### src/rtl/scs_consts.svh
// Constants for the system clock switch and clock interrupt block.
// Assumes inclusion by bare name from rtl/ files.
`ifndef SCS_CONSTS_SVH
`define SCS_CONSTS_SVH

`define SCS_OFF_CFG 12'h004
`define SCS_OFF_IRQ 12'h008
`define SCS_OFF_CTL 12'h00c

`define SCS_CFG_SW_LSB 0
`define SCS_CFG_STS_LOW 3
`define SCS_CFG_PRES_LSB 4
`define SCS_CFG_STS_EXT_LSB 14
`define SCS_CFG_RESET 32'h0000_0000

`define SCS_IRQ_GUARD_CLR 23
`define SCS_IRQ_PAR_CLR 21
`define SCS_IRQ_RDY_CLR_LSB 16
`define SCS_IRQ_PAR_RST_EN 14
`define SCS_IRQ_PAR_IRQ_EN 13
`define SCS_IRQ_RDY_EN_LSB 8
`define SCS_IRQ_GUARD_FLAG 7
`define SCS_IRQ_PAR_FLAG 5
`define SCS_IRQ_RDY_FLAG_LSB 0
`define SCS_IRQ_RESET 32'h0000_0000

`define SCS_CTL_GUARD_EN 0

`define SCS_SRC_INT_FAST 3'h0
`define SCS_PRES_MAX 4'hf
`define SCS_DIV_MAX_LOG2 9

`endif

### src/rtl/scs_pkg.sv
// Types shared by the clock switch block and its submodules.
// Assumes no surroundings.
package scs_pkg;
  // Source index order for the select and status fields; ready flag bits follow scs_ready_t
  typedef enum logic [2:0] {
    SCS_SRC_HSI_E = 3'h0,
    SCS_SRC_HSE_E = 3'h1,
    SCS_SRC_PLL_E = 3'h2,
    SCS_SRC_LSE_E = 3'h3,
    SCS_SRC_LSI_E = 3'h4
  } scs_src_t;

  typedef struct packed {
    logic pll;
    logic ext_fast;
    logic int_fast;
    logic ext_slow;
    logic int_slow;
  } scs_ready_t;

  typedef struct packed {
    logic [11:0] addr;
    logic [31:0] data;
    logic [3:0] strb;
  } scs_wreq_t;
endpackage

### src/rtl/scs_flag.sv
// One sticky flag: hardware set, write-one clear, set wins.
// Assumes set and clear are on mclk.
`timescale 1ns/1ps
`default_nettype none
module scs_flag
(
  // Clock
  input wire logic mclk,
  input wire logic reset,
  input wire logic clk_en,
  // Events
  input wire logic set_in,
  input wire logic clr_in,
  // State
  output logic flag_q
);
  always_ff @(posedge mclk)
  begin
    if (reset)
      flag_q <= 1'b0;
    else if (clk_en)
    begin
      if (set_in)
        flag_q <= 1'b1;
      else if (clr_in)
        flag_q <= 1'b0;
    end
  end

  set_wins_a: assert property (@(posedge mclk) disable iff (reset)
    (clk_en && set_in) |=> flag_q) else $error("flag set lost");
endmodule
`default_nettype wire

### src/rtl/scs_prescaler.sv
// Bus clock prescaler: enable pulse at system clock / divide code.
// Assumes the 4-bit prescaler code from the clock config register.
`timescale 1ns/1ps
`default_nettype none
`include "scs_consts.svh"
module scs_prescaler
  import scs_pkg::*;
(
  // Clock
  input wire logic mclk,
  input wire logic reset,
  input wire logic clk_en,
  // Control
  input wire logic [3:0] bus_clock_prescaler,
  // Output
  output logic bus_clk_tick
);
  logic [8:0] cnt_q;
  logic [8:0] limit;

  // Divide code to terminal count; 1111 gives 512
  always_comb
  begin
    unique case (bus_clock_prescaler)
      4'h8: limit = 9'h001;
      4'h9: limit = 9'h003;
      4'ha: limit = 9'h007;
      4'hb: limit = 9'h00f;
      4'hc: limit = 9'h03f;
      4'hd: limit = 9'h07f;
      4'he: limit = 9'h0ff;
      `SCS_PRES_MAX: limit = 9'h1ff;
      default: limit = 9'h000;
    endcase
  end

  always_ff @(posedge mclk)
  begin
    if (reset)
      cnt_q <= 9'h000;
    else if (clk_en)
      cnt_q <= (cnt_q >= limit) ? 9'h000 : cnt_q + 9'h001;
  end

  assign bus_clk_tick = (cnt_q >= limit);

  div512_a: assert property (@(posedge mclk) disable iff (reset)
    (clk_en && bus_clock_prescaler == 4'hf && bus_clk_tick) |=>
    !bus_clk_tick) else $error("prescaler 512 tick repeated");
endmodule
`default_nettype wire

### src/rtl/scs_top.sv
// System clock switch, bus prescaler and clock interrupt register.
// Assumes AXI4-Lite master on mclk; event inputs synchronous to mclk
// except oscillator ready and failure levels, which are synchronised.
//
// The AXI4-Lite interface to the registers was left to the implementer.
`timescale 1ns/1ps
`default_nettype none
`include "scs_consts.svh"
module scs_top
  import scs_pkg::*;
(
  // Clock and reset
  input wire logic mclk,
  input wire logic reset,
  input wire logic clk_en,
  // AXI4-Lite write address and data
  input wire logic [11:0] s_axi_awaddr,
  input wire logic s_axi_awvalid,
  output logic s_axi_awready,
  input wire logic [31:0] s_axi_wdata,
  input wire logic [3:0] s_axi_wstrb,
  input wire logic s_axi_wvalid,
  output logic s_axi_wready,
  // AXI4-Lite write response
  output logic [1:0] s_axi_bresp,
  output logic s_axi_bvalid,
  input wire logic s_axi_bready,
  // AXI4-Lite read
  input wire logic [11:0] s_axi_araddr,
  input wire logic s_axi_arvalid,
  output logic s_axi_arready,
  output logic [31:0] s_axi_rdata,
  output logic [1:0] s_axi_rresp,
  output logic s_axi_rvalid,
  input wire logic s_axi_rready,
  // Oscillator status pins, asynchronous
  input wire scs_pkg::scs_ready_t osc_ready,
  input wire logic ext_fast_fail,
  // Same-domain events
  input wire logic stop_exit,
  input wire logic ram_parity_error,
  input wire logic [2:0] switch_done_src,
  input wire logic switch_done,
  // Outputs
  output logic [2:0] system_clock_source_select,
  output logic bus_clk_tick,
  output logic clock_irq,
  output logic ram_parity_reset_req
);
  import scs_pkg::*;

  logic [2:0] sw_q;
  logic [3:0] pres_q;
  logic [2:0] sts_q;
  logic [4:0] rdy_en_q;
  logic par_rst_en_q;
  logic par_irq_en_q;
  logic guard_en_q;
  logic [4:0] rdy_meta_q;
  logic [4:0] rdy_sync_q;
  logic fail_meta_q;
  logic fail_sync_q;
  logic [4:0] rdy_flag;
  logic guard_flag;
  logic par_flag;
  logic aw_hold_q;
  logic w_hold_q;
  scs_wreq_t wreq_q;
  logic wr_fire;
  logic [4:0] rdy_clr;
  logic [31:0] cfg_rd;
  logic [31:0] irq_rd;
  logic [31:0] rd_mux;
  logic rd_ok;
  logic wr_ok;
  logic [31:0] wd;

  // Oscillator inputs cross into mclk
  always_ff @(posedge mclk)
  begin
    if (reset)
    begin
      rdy_meta_q <= 5'h00;
      rdy_sync_q <= 5'h00;
      fail_meta_q <= 1'b0;
      fail_sync_q <= 1'b0;
    end
    else if (clk_en)
    begin
      rdy_meta_q <= osc_ready;
      rdy_sync_q <= rdy_meta_q;
      fail_meta_q <= ext_fast_fail;
      fail_sync_q <= fail_meta_q;
    end
  end

  // Write channel capture, address and data in either order
  assign s_axi_awready = clk_en && !aw_hold_q && !s_axi_bvalid;
  assign s_axi_wready = clk_en && !w_hold_q && !s_axi_bvalid;
  assign wr_fire = aw_hold_q && w_hold_q;
  assign wd = wreq_q.data;

  always_ff @(posedge mclk)
  begin
    if (reset)
    begin
      aw_hold_q <= 1'b0;
      w_hold_q <= 1'b0;
      wreq_q <= '0;
      s_axi_bvalid <= 1'b0;
      s_axi_bresp <= 2'h0;
    end
    else if (clk_en)
    begin
      if (s_axi_awvalid && s_axi_awready)
      begin
        aw_hold_q <= 1'b1;
        wreq_q.addr <= s_axi_awaddr;
      end
      if (s_axi_wvalid && s_axi_wready)
      begin
        w_hold_q <= 1'b1;
        wreq_q.data <= s_axi_wdata;
        wreq_q.strb <= s_axi_wstrb;
      end
      if (wr_fire)
      begin
        aw_hold_q <= 1'b0;
        w_hold_q <= 1'b0;
        s_axi_bvalid <= 1'b1;
        s_axi_bresp <= wr_ok ? 2'h0 : 2'h2;
      end
      else if (s_axi_bvalid && s_axi_bready)
        s_axi_bvalid <= 1'b0;
    end
  end

  assign wr_ok = (wreq_q.addr[11:2] == `SCS_OFF_CFG >> 2) ||
    (wreq_q.addr[11:2] == `SCS_OFF_IRQ >> 2) ||
    (wreq_q.addr[11:2] == `SCS_OFF_CTL >> 2);

  // Clock config: switch select and prescaler
  always_ff @(posedge mclk)
  begin
    if (reset)
    begin
      sw_q <= `SCS_SRC_INT_FAST;
      pres_q <= 4'h0;
    end
    else if (clk_en)
    begin
      if (wr_fire && wreq_q.addr[11:2] == `SCS_OFF_CFG >> 2 &&
        wreq_q.strb[0])
      begin
        sw_q <= wd[`SCS_CFG_SW_LSB +: 3];
        pres_q <= wd[`SCS_CFG_PRES_LSB +: 4];
      end
      // Force beats select only; prescaler write still lands
      if (stop_exit || (guard_en_q && fail_sync_q))
        sw_q <= `SCS_SRC_INT_FAST;
    end
  end

  // Hardware switch status follows completed switches
  always_ff @(posedge mclk)
  begin
    if (reset)
      sts_q <= `SCS_SRC_INT_FAST;
    else if (clk_en && switch_done)
      sts_q <= switch_done_src;
  end

  // Interrupt register enables and guard enable
  always_ff @(posedge mclk)
  begin
    if (reset)
    begin
      rdy_en_q <= 5'h00;
      par_rst_en_q <= 1'b0;
      par_irq_en_q <= 1'b0;
      guard_en_q <= 1'b0;
    end
    else if (clk_en && wr_fire)
    begin
      if (wreq_q.addr[11:2] == `SCS_OFF_IRQ >> 2 && wreq_q.strb[1])
      begin
        // Bits 12..8: pll, ext fast, int fast, ext slow, int slow
        rdy_en_q <=
          wd[`SCS_IRQ_RDY_EN_LSB +: 5];
        par_rst_en_q <= wd[`SCS_IRQ_PAR_RST_EN];
        par_irq_en_q <= wd[`SCS_IRQ_PAR_IRQ_EN];
      end
      if (wreq_q.addr[11:2] == `SCS_OFF_CTL >> 2 && wreq_q.strb[0])
        guard_en_q <= wd[`SCS_CTL_GUARD_EN];
    end
  end

  // Write-one clears, valid only in the write cycle
  logic irq_wr;
  assign irq_wr = wr_fire && wreq_q.addr[11:2] == `SCS_OFF_IRQ >> 2 &&
    wreq_q.strb[2];
  assign rdy_clr = irq_wr ? wd[`SCS_IRQ_RDY_CLR_LSB +: 5] : 5'h00;

  // Ready flags, one per source
  genvar gi;
  generate
    for (gi = 0; gi < 5; gi++)
    begin : g_rdy
      scs_flag u_flag (
        .mclk(mclk),
        .reset(reset),
        .clk_en(clk_en),
        .set_in(rdy_en_q[gi] && rdy_sync_q[gi]),
        .clr_in(rdy_clr[gi]),
        .flag_q(rdy_flag[gi])
      );
    end
  endgenerate

  scs_flag u_guard (
    .mclk(mclk),
    .reset(reset),
    .clk_en(clk_en),
    .set_in(fail_sync_q),
    .clr_in(irq_wr && wd[`SCS_IRQ_GUARD_CLR]),
    .flag_q(guard_flag)
  );

  scs_flag u_parity (
    .mclk(mclk),
    .reset(reset),
    .clk_en(clk_en),
    .set_in(ram_parity_error),
    .clr_in(irq_wr && wd[`SCS_IRQ_PAR_CLR]),
    .flag_q(par_flag)
  );

  scs_prescaler u_pres (
    .mclk(mclk),
    .reset(reset),
    .clk_en(clk_en),
    .bus_clock_prescaler(pres_q),
    .bus_clk_tick(bus_clk_tick)
  );

  assign system_clock_source_select = sw_q;
  assign clock_irq = (|rdy_flag) || guard_flag ||
    (par_flag && par_irq_en_q);
  assign ram_parity_reset_req = ram_parity_error && par_rst_en_q;

  // Read path; clear bits and reserved bits read zero
  always_comb
  begin
    cfg_rd = `SCS_CFG_RESET;
    cfg_rd[`SCS_CFG_SW_LSB +: 3] = sw_q;
    cfg_rd[`SCS_CFG_STS_LOW] = sts_q[0];
    cfg_rd[`SCS_CFG_STS_EXT_LSB +: 2] = sts_q[2:1];
    cfg_rd[`SCS_CFG_PRES_LSB +: 4] = pres_q;
    irq_rd = `SCS_IRQ_RESET;
    irq_rd[`SCS_IRQ_RDY_EN_LSB +: 5] = rdy_en_q;
    irq_rd[`SCS_IRQ_PAR_RST_EN] = par_rst_en_q;
    irq_rd[`SCS_IRQ_PAR_IRQ_EN] = par_irq_en_q;
    irq_rd[`SCS_IRQ_GUARD_FLAG] = guard_flag;
    irq_rd[`SCS_IRQ_PAR_FLAG] = par_flag;
    irq_rd[`SCS_IRQ_RDY_FLAG_LSB +: 5] = rdy_flag;
    rd_ok = 1'b1;
    if (s_axi_araddr[11:2] == `SCS_OFF_CFG >> 2)
      rd_mux = cfg_rd;
    else if (s_axi_araddr[11:2] == `SCS_OFF_IRQ >> 2)
      rd_mux = irq_rd;
    else if (s_axi_araddr[11:2] == `SCS_OFF_CTL >> 2)
      rd_mux = {31'h0, guard_en_q};
    else
    begin
      rd_mux = 32'h0000_0000;
      rd_ok = 1'b0;
    end
  end

  assign s_axi_arready = clk_en && !s_axi_rvalid;

  always_ff @(posedge mclk)
  begin
    if (reset)
    begin
      s_axi_rvalid <= 1'b0;
      s_axi_rdata <= 32'h0000_0000;
      s_axi_rresp <= 2'h0;
    end
    else if (clk_en)
    begin
      if (s_axi_arvalid && s_axi_arready)
      begin
        s_axi_rvalid <= 1'b1;
        s_axi_rdata <= rd_mux;
        s_axi_rresp <= rd_ok ? 2'h0 : 2'h2;
      end
      else if (s_axi_rready)
        s_axi_rvalid <= 1'b0;
    end
  end

  stop_force_a: assert property (@(posedge mclk) disable iff (reset)
    (clk_en && stop_exit) |=> system_clock_source_select == 3'h0)
    else $error("stop exit did not force fast osc");
  guard_force_a: assert property (@(posedge mclk) disable iff (reset)
    (clk_en && guard_en_q && fail_sync_q) |=> sw_q == 3'h0)
    else $error("guard failure did not force fast osc");
  irq_level_a: assert property (@(posedge mclk) disable iff (reset)
    (guard_flag || (|rdy_flag)) |-> clock_irq)
    else $error("interrupt missing with flag set");
  par_irq_a: assert property (@(posedge mclk) disable iff (reset)
    (par_flag && !par_irq_en_q && !guard_flag && rdy_flag == 5'h00)
    |-> !clock_irq) else $error("parity irq not gated");
  par_reset_a: assert property (@(posedge mclk) disable iff (reset)
    ram_parity_reset_req |-> (par_rst_en_q && ram_parity_error))
    else $error("parity reset without enable");
  guard_clear_a: assert property (@(posedge mclk) disable iff (reset)
    (clk_en && irq_wr && wd[23] && !fail_sync_q) |=> !guard_flag)
    else $error("guard flag not cleared");
  par_clear_a: assert property (@(posedge mclk) disable iff (reset)
    (clk_en && irq_wr && wd[21] && !ram_parity_error) |=> !par_flag)
    else $error("parity flag not cleared");
  rdy_set_a: assert property (@(posedge mclk) disable iff (reset)
    (clk_en && rdy_en_q[4] && rdy_sync_q[4]) |=> rdy_flag[4])
    else $error("pll lock flag not set");
  guard_set_a: assert property (@(posedge mclk) disable iff (reset)
    (clk_en && fail_sync_q) |=> guard_flag)
    else $error("guard flag not set");
  wr_resp_a: assert property (@(posedge mclk) disable iff (reset)
    (clk_en && wr_fire) |=> s_axi_bvalid)
    else $error("write response missing");

  cov_switch_c: cover property (@(posedge mclk) disable iff (reset)
    wr_fire && wreq_q.addr[11:2] == 10'h001);
  cov_stop_c: cover property (@(posedge mclk) disable iff (reset)
    stop_exit && sw_q != 3'h0);
  cov_irq_c: cover property (@(posedge mclk) disable iff (reset)
    clock_irq ##1 !clock_irq);
  cov_par_c: cover property (@(posedge mclk) disable iff (reset)
    ram_parity_reset_req);
endmodule
`default_nettype wire

### config.mk
export PLATFORM = sky130hd
export DESIGN_NAME = scs_top
export DESIGN_NICKNAME = d
export VERILOG_FILES = /design/src/rtl/scs_pkg.sv /design/src/rtl/scs_flag.sv /design/src/rtl/scs_prescaler.sv /design/src/rtl/scs_top.sv
export VERILOG_INCLUDE_DIRS = /design/src /design/src/rtl
export SDC_FILE = /design/constraint.sdc
export NUM_CORES = 1
export LEC_CHECK = 0
export BUFFER_PORTS_ARGS = -buffer_cell sky130_fd_sc_hd__buf_2
export CAP_MARGIN = 10
export CORE_MARGIN = 5
export CORE_UTILIZATION = 49
export DETAILED_ROUTE_END_ITERATION = 8
export PLACE_DENSITY_LB_ADDON = 0.12
export SLEW_MARGIN = 20
export SYNTH_ARGS = -nofsm -noshare
export SYNTH_HDL_FRONTEND = slang
export SYNTH_HIERARCHICAL = 1
export SYNTH_SLANG_ARGS = --single-unit
### constraint.sdc
create_clock -name mclk -period 2.5 [get_ports mclk]
set_clock_uncertainty 0.15 [all_clocks]
set_input_delay 0.5 -clock mclk [delete_from_list [all_inputs] [get_ports mclk]]
set_output_delay 0.5 -clock mclk [all_outputs]
set_load 0.01 [all_outputs]
==> results of run 1 <==
==> worst max-delay path by stage <==
stage | start | endpoint | slack (ns)
floorplan | clk_en | s_axi_arready | 0.1
CTS | pres_q[1]$_SDFFE_PP0P_ | bus_clk_tick | -0.06
finish | pres_q[1]$_SDFFE_PP0P_ | bus_clk_tick | -0.05
global route | pres_q[2]$_SDFFE_PP0P_ | bus_clk_tick | -0.15
global placement | pres_q[1]$_SDFFE_PP0P_ | bus_clk_tick | 0.19
detailed placement | pres_q[1]$_SDFFE_PP0P_ | bus_clk_tick | 0.14
==> kinds of logic after synthesis <==
| logic type | share of synthesized area, % |
|---|---|
| other cells | 0.0838 |
| fa+ha+maj | 2.80 |
| compound gates | 14.2 |
| flops | 45.6 |
| mux | 5.62 |
| buf+inv | 5.56 |
| simple gates | 25.3 |
| xor+xnor | 0.783 |
==> state kept, by name, summed over array words and instances (netlist names), 5 cells and up <==
register / flops
rdy_meta_q: 5
wd: 21
u_pres/cnt_q: 9
g_rdy.u_flag/flag_q: 5
rdy_en_q: 5
s_axi_rdata: 16
wreq_q: 13
rdy_sync_q: 5
==> worst register-to-register path, delay by kind of cell (launching register included) <==
kind          cells  cell delay (ns)
flops             1             0.33
simple gates      3             1.35
mux               1             0.26
==> metrics by stage <==
stage	instances	hold slack [ns]	cell area, µm²	utilization (%)	setup slack [ns]
after floorplan	542	0.281	4540	-	0.0988
after global placement	710	0.288	5000	56.8	0.192
after detailed placement	710	0.293	5000	56.8	0.135
after CTS	730	0.181	5290	60.1	-0.0625
after global routing	730	0.183	5290	60.1	-0.154
final	730	0.201	5290	60.1	-0.0523
==> timing repair <==
item                       CTS  global route
gates resized for setup     15             1
hold buffers                 0             0
pin swaps                    3             1
buffers inserted             4             0
setup endpoints to repair    1             1
==> layer usage <==
layer	wire length [µm]	vias to the layer above	GRT usage, %
met3	765	9	4.10
li1	-	1952	-
met5	0	-	0
met1	4680	1749	24.8
met2	4690	117	30.4
met4	108	0	5.46
==> cell usage after synthesis (4+ instances only) <==
cell type / n / area share [%]
nand4_1: 6 / 0.84
mux2i_1: 24 / 5.4
nand3b_1: 6 / 1.0
nor2b_1: 6 / 0.84
clkbuf_1: 23 / 1.9
dfxtp_1: 102 / 46
ha_1: 10 / 2.8
nor2_1: 45 / 3.8
buf_4: 18 / 3.0
nand2_1: 100 / 8.4
a21bo_1: 7 / 1.6
nand3_1: 27 / 3.0
a22oi_1: 7 / 1.2
a21oi_2: 7 / 1.4
a21oi_1: 60 / 6.7
nor3_1: 8 / 0.89
and2_1: 16 / 2.2
nand2b_1: 6 / 0.84
o21ai_0: 4 / 0.45
a22o_1: 7 / 1.4
==> final cells by class <==
type	count	share of cell area, %
multi-input cells	394	43.0
clock buffers	10	2.60
inverters	2	0.142
clock inverters	6	1.58
repair buffers	108	11.3
flip-flops and latches	102	38.8
well taps	108	2.55
==> power by group <==
group | leakage [nW] | switching [W] | total [W] | internal [W]
Combinational | 1.20 | 0.000158 | 0.000260 | 0.000102
Sequential | 0.831 | 0.0000263 | 0.00169 | 0.00167
Clock | 0.115 | 0.000605 | 0.00113 | 0.000522
Total | 2.14 | 0.000790 | 0.00308 | 0.00229
==> qor.csv, run 1 <==
metric,value,unit
outcome,"complete, but fails checks",
failing checks,negative setup slack,
clk slew on worst S/H paths,0.11,ns
Final Hold Viols,0,
1st-pass router iterations,4,
Mean Syn Cell Area,8.52,µm²
pwr dens,582,mW/mm²
share of cells above drive strength 1,24.0,%
Pins Over Slew Limit,0,
clk_lat worst skew,0.37,ns
# clock sinks,102,
core box area,0.00881,mm²
worst path required time,1.85,ns
final setup margin,-0.0523,ns
CP Capture Type,output port,
RSZ-0062 raised after global routing,yes,
hold endpoint,wreq_q[43]$_SDFFE_PP0P_,
drt wl/cell,14.0,µm
worst-path cell chain,and2_4 > nand3_2 > ha_4 > nand4_1 > nor2_2 > a211oi_4 > inv_1 > buf_2,
Worst Hold Launch,s_axi_awaddr[7],
starting density of the core,50.8,%
"FFs w/ async S/R, synth",0,%
Min-Delay Path Depth,3,
number of flops mapped to enable cells by yosys,0,
post-route minimum period,2.55,ns
die area,0.0111,mm²
crit path buf inv count,2,
r2r setup slk,0.30,ns
synthesized cell area,0.00448,mm²
"most common cell after layout, fill and taps aside",nand2_1,
"CP delay by family, top",simple AND/OR/NAND/NOR gates,
vias in the first global route,3571,
Register Area,0.00205,mm²
GR Overflow Total,0,
register area share after synthesis,45.6,%
Critical Path AT,1.90,ns
Die Wd,106,µm
via count,3827,
fin crit share,102,%
first-pass GRT wire length,17.1,mm
Avg Vias per Cell,5.24,
number of distinct library cells after synthesis,45,
Mapped Cells,525,
TritonCTS clock tree,done,
Site Rows,34,
n_diodes,0,
Crit path depth,8,
GRT Util Overall,18.6,%
Top Ports,127,
multi-input logic area,0.00228,mm²
"commonest non-fill, non-tap cells in the layout","nand2_1, dfxtp_1, buf_2",
Max Freq,392,MHz
Design Power,0.00308,W
setup_tns,-0.0523,ns
Port Buffers,92,
Yosys reg bits,102,
peak supply drop,0.320,mV
DP HPWL,7.37,mm
Worst R2R End,pres_q[1]$_SDFFE_PP0P_,
CP max-delay cell,dfxtp_4,
drt drc,0,
number of DRC markers in iteration 0,200,
critical path class,reg2out,
Final Wtd Congestion,0.735,
P&R area growth vs syn,18.3,%
height of the die,106,µm
max_cap viols,0,
DRT antenna net count,0,
largest net degree at the start of global routing,48,
# fillers,825,
ys flop type,dfxtp_1,
Slew HR,53.7,%
final setup vio count,1,
Root Buffer,clkbuf_8,
# H-tree levels,3,
leak pwr,2.14,nW
worst hold path class,in2reg,
initial antenna violation count,0,
RR Startpoint,wreq_q[45]$_SDFFE_PP0P_,
Worst Tran Pin Value,0.693,ns
DRT Wirelength,10.3,mm
nets,707,
crit-path max cell delay,0.40,ns
worst reg2reg path depth,4,
CTS Buffer Depth,2,
crit path launch type,register,
synth warn,6,
total CTS buffers,9,
CP max FO,7,
Note: power is estimated with default switching activity, not from simulation.
==> run 2: changes to the inputs <==
--- a/config.mk
+++ b/config.mk
@@ -6,10 +6,10 @@
 export SDC_FILE = /design/constraint.sdc
 export NUM_CORES = 1
 export LEC_CHECK = 0
-export BUFFER_PORTS_ARGS = -buffer_cell sky130_fd_sc_hd__buf_2
+export BUFFER_PORTS_ARGS = -buffer_cell sky130_fd_sc_hd__buf_4
 export CAP_MARGIN = 10
 export CORE_MARGIN = 5
-export CORE_UTILIZATION = 49
+export CORE_UTILIZATION = 30
 export DETAILED_ROUTE_END_ITERATION = 8
 export PLACE_DENSITY_LB_ADDON = 0.12
 export SLEW_MARGIN = 20
==> qor.csv, run 2 (synthesis gave the netlist of run 1 again) <==
metric,value,unit,change
n_diodes,0,,unchanged
first-pass GRT wire length,19.6,mm,+15%
# fillers,1507,,+83%
DRT antenna net count,0,,unchanged
max_cap viols,0,,unchanged
Placement Setup Slack,0.111,ns,-0.0241 ns
post-route minimum period,2.51,ns,-0.0438 ns
crit path launch type,register,,
Die Wd,132,µm,+25%
worst-path cell chain,and2_4 > nand3_2 > ha_4 > nand4_1 > nor2_2 > a211oi_4 > inv_1 > buf_4,,
height of the die,132,µm,+25%
die area,0.0175,mm²,+57%
worst path required time,1.85,ns,about the same
worst hold path class,in2reg,,
Port Buffers,92,,unchanged
Top Layer Used,met4,,
RSZ-0062 raised after global routing,yes,,
GR Overflow Total,0,,unchanged
peak supply drop,0.305,mV,-4.7%
final setup vio count,1,,unchanged
Final Wtd Congestion,0.735,,about the same
core box area,0.0146,mm²,+66%
1st-pass router iterations,4,,unchanged
Root Buffer,clkbuf_16,,
Internal,0.00251,W,+9.7%
Clock power frac,40.4,%,+3.8 points
switch share,25.0,%,-0.69 points
DP HPWL,8.73,mm,+19%
CP max-delay cell,dfxtp_4,,
flip-flop count of the largest register after layout,21,,unchanged
# hold bufs at CTS,0,,unchanged
nets,716,,+1.3%
Site Rows,44,,+29%
# H-tree levels,3,,unchanged
share of cells above drive strength 1,26.0,%,+2.0 points
register share of total power,50.6,%,-4.3 points
number of DRC markers in iteration 0,187,,-6.5%
outcome,"complete, but fails checks",,
total CTS buffers,9,,unchanged
drt drc,0,,unchanged
largest net degree at the start of global routing,43,,-10%
Max Freq,399,MHz,+1.7%
# clock sinks,102,,unchanged
clk_lat worst skew,0.36,ns,about the same
CP Capture Type,output port,,
P_sw,0.000836,W,+5.7%
via count,3794,,-0.86%
Avg Vias per Cell,4.66,,-11%
failing checks,negative setup slack,,
Final Hold Viols,0,,unchanged
final setup margin,-0.00859,ns,+0.0438 ns
M1 WL,5.40,mm,+15%
clk slew on worst S/H paths,0.07,ns,-0.04 ns
crit-path max cell delay,0.39,ns,about the same
fin crit share,100,%,-1.8 points
"most common cell after layout, fill and taps aside",buf_4,,
leak pwr,2.27,nW,+6.0%
"CP delay by family, top",simple AND/OR/NAND/NOR gates,,
Critical Path AT,1.86,ns,-0.04 ns
"commonest non-fill, non-tap cells in the layout","buf_4, nand2_1, dfxtp_1",,
combinational share of power,9.0,%,+0.6 points
setup_tns,-0.00859,ns,+0.0438 ns
metal2 WL,5.64,mm,+20%
DRT Wirelength,11.8,mm,+15%
critical path class,reg2out,,
P&R area growth vs syn,28.9,%,
CTS Buffer Depth,2,,unchanged
Top Ports,127,,unchanged
TritonCTS clock tree,done,,
pwr dens,580,mW/mm²,-0.34%
starting density of the core,30.7,%,-20 points
Pins Over Slew Limit,0,,unchanged
WL met3,557,µm,-27%
crit path buf inv count,2,,unchanged
CP max FO,7,,unchanged
vias in the first global route,3924,,+9.9%
initial antenna violation count,0,,unchanged
GRT Util Overall,13.7,%,-4.9 points
drt wl/cell,14.5,µm,+3.1%
## run 2: cell types whose count changed in the layout (fill, tap and decap cells not counted), moves of 4 or more
cell | before | now
clkbuf_16 | 0 | 9
buf_2 | 91 | 0
inv_8 | 4 | 0
buf_4 | 16 | 115
clkbuf_8 | 10 | 1
## run 2: timing repair
action / CTS / global route
gates cloned: 0 / 0
pin swaps: 5 / 0
resized for setup: 20 / 2
setup endpoints to repair: 1 / 1
buffers inserted: 5 / 0
## run 2: stage by stage
stage	std cells	area (µm²)	utilization (%)	hold slack (ns)	total power, W
floorplan	542	4540	-	0.281	0.00191
global placement	794	5380	36.9	0.293	0.00203
detailed placement	794	5380	36.9	0.295	0.00204
CTS	815	5770	39.5	0.214	0.00340
global route	815	5770	39.6	0.224	0.00349
finish	815	5770	39.6	0.230	0.00335
## run 2: power groups by stage
stage          logic [W]  clock network (W)  registers (W)
6_report        0.000301            0.00135        0.00169
5_1_grt         0.000335            0.00146        0.00170
4_1_cts         0.000306            0.00140        0.00169
3_5_place_dp    0.000305                  0        0.00173
3_3_place_gp    0.000301                  0        0.00173
2_1_floorplan   0.000186                  0        0.00173
## run 2: layer usage
metal | vias up | track usage, %
li1 | 1963 | -
met1 | 1732 | 16.8
met2 | 86 | 23.0
met3 | 13 | 3.89
met4 | 0 | 4.63
met5 | - | 0
## run 2: area by class of cell
cell class	count	area [µm²]	share of cell area, %
well taps	184	230	3.99
clock buffers	10	239	4.14
repair buffers	117	895	15.5
multi-input cells	394	2300	39.8
clock inverters	6	46.3	0.802
flip-flops and latches	102	2060	35.6
inverters	2	7.51	0.130
## run 2: path summary, 6_finish.rpt
kind / from / end / slack (ns) / cells past startpoint
worst min register to register: wd[20]$_SDFFE_PP0P_ / wd[20]$_SDFFE_PP0P_ / 0.30 / 2
worst max-delay path: pres_q[1]$_SDFFE_PP0P_ / bus_clk_tick / -0.009 / 8
worst min-delay path: osc_ready[4] / rdy_meta_q[4]$_SDFFE_PP0P_ / 0.23 / 3
worst max register to register: wreq_q[45]$_SDFFE_PP0P_ / par_rst_en_q$_SDFFE_PP0P_ / 0.45 / 5
## run 2: worst min-delay path, stage by stage
cell and delay (ns):
buf_4 0.07, mux2i_1 0.05, nor2_1 0.07
